==> config.mk <==
export PLATFORM = sky130hd
export DESIGN_NAME = spoc_pin_ctrl
export DESIGN_NICKNAME = d
export VERILOG_FILES = /design/src/inc/spoc_pkg.sv /design/src/hw/spoc_pin_ctrl.sv
export VERILOG_INCLUDE_DIRS = /design/src /design/src/inc
export SDC_FILE = /design/constraint.sdc
export NUM_CORES = 1
export LEC_CHECK = 0
export ABC_AREA = 1
export BUFFER_PORTS_ARGS = -buffer_cell sky130_fd_sc_hd__buf_2
export CORE_ASPECT_RATIO = 1.25
export CORE_MARGIN = 2
export CORE_UTILIZATION = 47
export CTS_CLUSTER_SIZE = 14
export DETAILED_ROUTE_END_ITERATION = 16
export PLACE_DENSITY = 0.84
export SYNTH_ARGS = -nofsm -noshare
export SYNTH_HDL_FRONTEND = slang
export SYNTH_SLANG_ARGS = --single-unit
==> constraint.sdc <==
create_clock -name clk_sys -period 1.5 [get_ports clk_sys]
set_input_delay 0.075 -clock clk_sys [delete_from_list [all_inputs] [get_ports clk_sys]]
set_output_delay 0.075 -clock clk_sys [all_outputs]
set_load 0.03 [all_outputs]
==> src/inc/spoc_cfg.svh <==
// offsets, field positions, reset values and timing counts for pin control
`ifndef SPOC_CFG_SVH
`define SPOC_CFG_SVH
`define SPOC_ADDR_W        20
`define SPOC_OFS_FILTER    20'hF0070
`define SPOC_OFS_HELD_DATA 20'hF0128
`define SPOC_OFS_HELD_CLK  20'hF0129
`define SPOC_OFS_ENG_EN    20'hF012A
`define SPOC_OFS_INVERT    20'hF0134
`define SPOC_OFS_RUN_CTRL  20'hF0140
`define SPOC_BIT_CH0       0
`define SPOC_BIT_FIXED     1
`define SPOC_BIT_START     0
`define SPOC_BIT_STOP      1
`define SPOC_RST_FILTER    8'h00
`define SPOC_RST_HELD_DATA 8'h03
`define SPOC_RST_HELD_CLK  8'h03
`define SPOC_RST_ENG_EN    8'h00
`define SPOC_RST_INVERT    8'h00
`define SPOC_FILTER_SAMPLES 2
`endif

==> src/inc/spoc_pkg.sv <==
// types shared by the pin output control block
package spoc_pkg;
    typedef logic [19:0] spoc_addr_t;
    typedef logic [7:0]  spoc_data_t;
endpackage

==> src/hw/spoc_pin_ctrl.sv <==
// pin output control and receive filter for serial channel zero
`timescale 1ns/100ps
`include "spoc_cfg.svh"

// Behaviour
// [RULE_01] engine enable 1: pin driven by engine, held data writes blocked
// [RULE_02] engine enable 0: pin driven by software held data level
// [RULE_03] engine enable bit: 0 disabled, 1 enabled from serial engine
// [RULE_04] engine enable register resets to 00H, only bit 0 exists
// [RULE_05] held data bit writable only while engine enable is 0
// [RULE_06] held data register resets to 03H, bit 1 fixed one
// [RULE_07] software sets held data bit to one before port use
// [RULE_08] held clock bit writable only while channel run status is 0
// [RULE_09] held clock register resets to 03H, clock pin shows its bit; code shows it only while run status is 0, eng_clk_out while running
// [RULE_10] software sets held clock bit to one before port use
// [RULE_11] inversion bit 0 passes, 1 inverts transmit data in UART
// [RULE_12] inversion acts only while engine enable is 1
// [RULE_13] software leaves inversion register alone while channel runs
// [RULE_14] software keeps inversion zero in clocked serial mode
// [RULE_15] inversion register resets to 00H, only bit 0 exists
// [RULE_16] filter on: synchronise, accept level stable two cycles
// [RULE_17] filter off: only synchronise the receive input
// [RULE_18] software sets filter per pin use, off CSI, on UART
// [RULE_19] filter register resets to 00H, bit 0 one means on
// [RULE_20] start trigger sets run status, stop trigger clears it
// [RULE_21] filtered receive holds until two synced samples agree
module spoc_pin_ctrl (
    input  wire logic             clk_sys,        // system clock 250 MHz
    input  wire logic             rstn,           // sync reset, active low
    input  wire spoc_pkg::spoc_addr_t reg_addr,   // register address
    input  wire spoc_pkg::spoc_data_t reg_wdata,  // write data
    input  wire logic             reg_wr,         // write strobe
    input  wire logic             reg_rd,         // read strobe
    output spoc_pkg::spoc_data_t  reg_rdata,      // read data, next cycle
    input  wire logic             eng_data_out,   // engine transmit bit
    input  wire logic             eng_data_upd,   // engine updates held data
    input  wire logic             eng_clk_out,    // engine clock level
    input  wire logic             eng_clk_upd,    // engine updates held clk
    input  wire logic             uart_receive_pin, // raw receive pin
    output logic                  data_out_pin,   // serial data pin
    output logic                  clock_out_pin,  // serial clock pin
    output logic                  rx_filtered,    // conditioned receive
    output logic                  channel_run_status // channel enabled
);
    import spoc_pkg::*;

    logic eng_en_r;
    logic held_data_r;
    logic held_clk_r;
    logic invert_r;
    logic filter_r;
    logic run_r;
    logic rx_s1_r;
    logic rx_s2_r;
    logic rx_s3_r;
    logic rx_out_r;
    logic data_pin_r;
    logic clk_pin_r;
    spoc_data_t rdata_r;
    logic data_pin_nxt;

    // write hit decode
    function automatic logic hit(input spoc_addr_t a, input spoc_addr_t o);
        hit = (a == o);
    endfunction

    // engine enable register
    always_ff @(posedge clk_sys) begin
        if (!rstn) begin
            eng_en_r <= 1'(`SPOC_RST_ENG_EN & 8'h01); // see [RULE_04]
        end else if (reg_wr && hit(reg_addr, `SPOC_OFS_ENG_EN)) begin
            eng_en_r <= reg_wdata[`SPOC_BIT_CH0]; // see [RULE_03]
        end
    end

    // held data level, software or engine owns it
    always_ff @(posedge clk_sys) begin
        if (!rstn) begin
            held_data_r <= 1'(`SPOC_RST_HELD_DATA & 8'h01); // see [RULE_06]
        end else if (eng_en_r) begin
            if (eng_data_upd) begin
                held_data_r <= eng_data_out; // see [RULE_05]
            end
        end else if (reg_wr && hit(reg_addr, `SPOC_OFS_HELD_DATA)) begin
            held_data_r <= reg_wdata[`SPOC_BIT_CH0]; // see [RULE_05]
        end
    end

    // held clock level, software locked out while the channel runs, engine updates it
    always_ff @(posedge clk_sys) begin
        if (!rstn) begin
            held_clk_r <= 1'(`SPOC_RST_HELD_CLK & 8'h01); // see [RULE_09]
        end else if (run_r) begin
            if (eng_clk_upd) begin
                held_clk_r <= eng_clk_out; // see [RULE_08]
            end
        end else if (reg_wr && hit(reg_addr, `SPOC_OFS_HELD_CLK)) begin
            held_clk_r <= reg_wdata[`SPOC_BIT_CH0]; // see [RULE_08]
        end
    end

    // inversion and filter enables
    always_ff @(posedge clk_sys) begin
        if (!rstn) begin
            invert_r <= 1'(`SPOC_RST_INVERT & 8'h01); // see [RULE_15]
            filter_r <= 1'(`SPOC_RST_FILTER & 8'h01); // see [RULE_19]
        end else if (reg_wr) begin
            if (hit(reg_addr, `SPOC_OFS_INVERT)) begin
                invert_r <= reg_wdata[`SPOC_BIT_CH0];
            end
            if (hit(reg_addr, `SPOC_OFS_FILTER)) begin
                filter_r <= reg_wdata[`SPOC_BIT_CH0];
            end
        end
    end

    // run status from start and stop triggers, stop wins
    always_ff @(posedge clk_sys) begin
        if (!rstn) begin
            run_r <= 1'b0;
        end else if (reg_wr && hit(reg_addr, `SPOC_OFS_RUN_CTRL)) begin
            if (reg_wdata[`SPOC_BIT_STOP]) begin
                run_r <= 1'b0; // see [RULE_20]
            end else if (reg_wdata[`SPOC_BIT_START]) begin
                run_r <= 1'b1; // see [RULE_20]
            end
        end
    end

    // data pin selection and inversion
    always_comb begin
        if (eng_en_r) begin
            data_pin_nxt = eng_data_out ^ invert_r; // see [RULE_01] [RULE_11]
        end else begin
            data_pin_nxt = held_data_r; // see [RULE_02] [RULE_12]
        end
    end

    // pin flops
    always_ff @(posedge clk_sys) begin
        if (!rstn) begin
            data_pin_r <= 1'b1;
            clk_pin_r  <= 1'b1;
        end else begin
            data_pin_r <= data_pin_nxt;
            clk_pin_r  <= run_r ? eng_clk_out : held_clk_r; // see [RULE_09]
        end
    end

    // receive synchroniser and two-sample filter
    always_ff @(posedge clk_sys) begin
        if (!rstn) begin
            rx_s1_r  <= 1'b1;
            rx_s2_r  <= 1'b1;
            rx_s3_r  <= 1'b1;
            rx_out_r <= 1'b1;
        end else begin
            rx_s1_r <= uart_receive_pin;
            rx_s2_r <= rx_s1_r;
            rx_s3_r <= rx_s2_r;
            if (!filter_r) begin
                rx_out_r <= rx_s2_r; // see [RULE_17]
            end else if (rx_s2_r == rx_s3_r) begin
                rx_out_r <= rx_s2_r; // see [RULE_16] [RULE_21]
            end
        end
    end

    // read data, one cycle after the strobe, zero otherwise
    always_ff @(posedge clk_sys) begin
        if (!rstn) begin
            rdata_r <= 8'h00;
        end else if (reg_rd) begin
            unique case (1'b1)
                hit(reg_addr, `SPOC_OFS_ENG_EN):
                    rdata_r <= {7'h00, eng_en_r};
                hit(reg_addr, `SPOC_OFS_HELD_DATA):
                    rdata_r <= {6'h00, 1'b1, held_data_r};
                hit(reg_addr, `SPOC_OFS_HELD_CLK):
                    rdata_r <= {6'h00, 1'b1, held_clk_r};
                hit(reg_addr, `SPOC_OFS_INVERT):
                    rdata_r <= {7'h00, invert_r};
                hit(reg_addr, `SPOC_OFS_FILTER):
                    rdata_r <= {7'h00, filter_r};
                hit(reg_addr, `SPOC_OFS_RUN_CTRL):
                    rdata_r <= {7'h00, run_r};
                default:
                    rdata_r <= 8'h00;
            endcase
        end else begin
            rdata_r <= 8'h00;
        end
    end

    assign reg_rdata          = rdata_r;
    assign data_out_pin       = data_pin_r;
    assign clock_out_pin      = clk_pin_r;
    assign rx_filtered        = rx_out_r;
    assign channel_run_status = run_r;
endmodule

==> impl_metrics.json <==
{
  "n_antenna_cell": 0,
  "cp-start-kind": "register",
  "ant_nets": 0,
  "final_max_slew_violation_count": 0,
  "max-cap-violations": 0,
  "synthesized_area_um2": 900,
  "grt_util_all_layers_pct": 19.5,
  "timing.critical_path.cells": "buf_2",
  "layout.cells.most_common_list": "36 x sky130_fd_sc_hd__buf_2, 32 x sky130_fd_sc_hd__nand2_1, 20 x sky130_fd_sc_hd__inv_1",
  "fin_hold_ws_ns": 0.0526,
  "fmax_mhz": 954,
  "via_count_of_the_first_global_routing_pass": 913,
  "yosys_warnings": 0,
  "crit_path_launch": "channel_run_status",
  "p_per_area_mw_per_mm2": 678,
  "synth_top_cells_by_area": "sky130_fd_sc_hd__dfxtp_1 31%, sky130_fd_sc_hd__nand2_1 13%, sky130_fd_sc_hd__nand3_1 10%, sky130_fd_sc_hd__inv_1 8.3%, sky130_fd_sc_hd__nor2_1 6.7%",
  "io_buffers": 36,
  "core_area_mm2": 0.00179,
  "detail_route.vias_per_cell": 4.88,
  "multi_input_combinational_cell_area_um2": 509,
  "synth_sequential_area_ratio_pct": 31.2,
  "utilization_after_layout_pct": 62.6,
  "die_width_um": 43.1,
  "layout.area.seq_um2": 280,
  "syn_area_per_cell_um2": 6.29,
  "post_synth_num_cell_types": 20,
  "critical_path_buf_inv_count": 1,
  "setup-tns-final_ns": 0,
  "clock_tree.root_cell": "sky130_fd_sc_hd__clkbuf_4",
  "worstPathMaxFanout": 7,
  "clkSlewWorstSetupHoldPaths_ns": 0.08,
  "report.final.hold_viol_count": 0,
  "post-cts-setup-buffers": 0,
  "antenna_found_initial": 0,
  "crit_path_end_kind": "output pin",
  "initialDrtViolationCount": 13,
  "clock-skew-final_ns": 0.00422,
  "final_nets": 220,
  "finalWorstPathRequiredPeriod_ns": 1.05,
  "power.static_leakage_nw": 0.586,
  "status": "completed",
  "timing.critical_path.max_delay_family": "flip-flops",
  "cts_max_level": 1,
  "cts.sink_count": 14,
  "post-route-drc-count": 0,
  "layout.cells.most_common": "sky130_fd_sc_hd__buf_2",
  "clk-insertion-delay-late_ns": 0.27,
  "worst-r2r-setup-slack_ns": 0.59,
  "worstSetupPathDepth": 1,
  "routed_wirelength_um": 1970,
  "grt.overflow.total": 0,
  "drt_pre_antenna_iters": 4,
  "routed_wire_length_per_instance_um": 9.78,
  "arrival_ns": 0.97,
  "cts_tree": "yes",
  "row_count": 17,
  "gp_congestion": 0.883,
  "setup_repair_after_global_routing_missed_its_margin": "no",
  "critical_path.endpoint": "channel_run_status",
  "postSynthRegisterBits": 14,
  "post_synth_inst_count": 143,
  "hold_path.startpoint": "reg_rd",
  "post_route_cells_drive_above_1_share_pct": 29.7,
  "post-route-period-util_pct": 69.9,
  "first_pass_grt_wire_length_um": 3440,
  "power.total_uw": 759,
  "post-synth-top-area-fraction_pct": 31.2,
  "chipHeight_um": 52.9,
  "placed_wire_length_estimate_um": 1660,
  "crit-reg2reg-capture": "held_data_r",
  "hold_class": "primary input to register",
  "critPathMaxStageDelay_ns": 0.45,
  "vdd_ir_drop_max_uv": 617,
  "fillCellCount": 193,
  "r2r.worst_path.cells": 5,
  "setup.worst_path.class": "register to output pin",
  "num_io_pins": 49,
  "critical_path.reg2reg.startpoint": "eng_en_r",
  "cts_inserted_buffers": 3,
  "route.vias.total": 981,
  "layout_setup_ws_ns": 0.451,
  "grt_max_degree": 14,
  "critical-path-slowest-cell": "sky130_fd_sc_hd__dfxtp_1",
  "initial_core_util_pct": 50.4,
  "critical_path_required_ns": 1.42,
  "area.growth.synth_to_final_pct": 24.3,
  "placement.setup.worst_slack_ns": 0.330,
  "final-setup-viol-count": 0,
  "synth_area_leader_cell": "sky130_fd_sc_hd__dfxtp_1",
  "die_area_mm2": 0.00228,
  "max-clock-path-buffers": 2
}
==> how the worst min path moves through the flow <==
stage,endpoint,slack (ns),cells after the start
finish,reg_rdata[0],0.05,3
global route,reg_rdata[0],0.04,3
CTS,channel_run_status,0.04,4
floorplan,rx_s1_r,0.16,2
detailed placement,rx_s1_r,0.25,3
global placement,rx_s1_r,0.24,3
==> power breakdown <==
part           internal [mW]  total (mW)  switching, mW
sequential             0.375       0.377        0.00164
clock                  0.148       0.263          0.115
combinational         0.0440       0.119         0.0754
==> Yosys cell counts (all sizes together) <==
| library cell | n |
|---|---|
| a21oi | 6 |
| o211ai | 1 |
| dfxtp | 14 |
| nand4 | 4 |
| buf | 7 |
| o21ai | 7 |
| nor3 | 4 |
| inv | 21 |
| nand2 | 35 |
| nand3 | 18 |
| conb | 1 |
| nor2 | 25 |
==> state kept, by name, indices dropped and copies added (netlist names) <==
signal	cells
rx_s1_r	1
rx_filtered	1
held_clk_r	1
filter_r	1
rx_s2_r	1
held_data_r	1
clock_out_pin	1
eng_en_r	1
rx_s3_r	1
invert_r	1
channel_run_status	1
data_out_pin	1
reg_rdata	2
==> metrics by stage <==
stage	instance area, um2	std cells
after global routing	1120	201
final	1120	201
after floorplan	918	148
after detailed placement	1070	196
after CTS	1120	201
after global placement	1070	196
==> timing repair <==
action,in CTS,in global routing
endpoints found under the hold margin,1,0
gates resized for setup,0,0
hold buffers,1,0
==> cell type report <==
cell class,instances,area share [%]
Clock buffer,4,3.24
Sequential cell,14,25.1
Tap cell,19,2.13
Inverter,21,7.05
Multi-Input combinational cell,106,45.5
Timing Repair Buffer,37,17.0
==> routing by layer <==
layer | up-vias | track usage, % | part of all wire, %
met5 | - | 0 | 0
met4 | 0 | 7.07 | 1.9
met3 | 6 | 4.44 | 5.7
met2 | 30 | 37.6 | 53
met1 | 425 | 20.2 | 39
li1 | 520 | - | -
==> kinds of logic after synthesis <==
kind of cell / count (synthesis) / synth area share (%)
AOI/OAI and AO/OA: 14 / 8.48
buffers and inverters: 28 / 14.3
DFF: 14 / 31.2
other: 1 / 0.417
and+or+nand+nor: 86 / 45.6
Power figures use the tool's default switching activity.
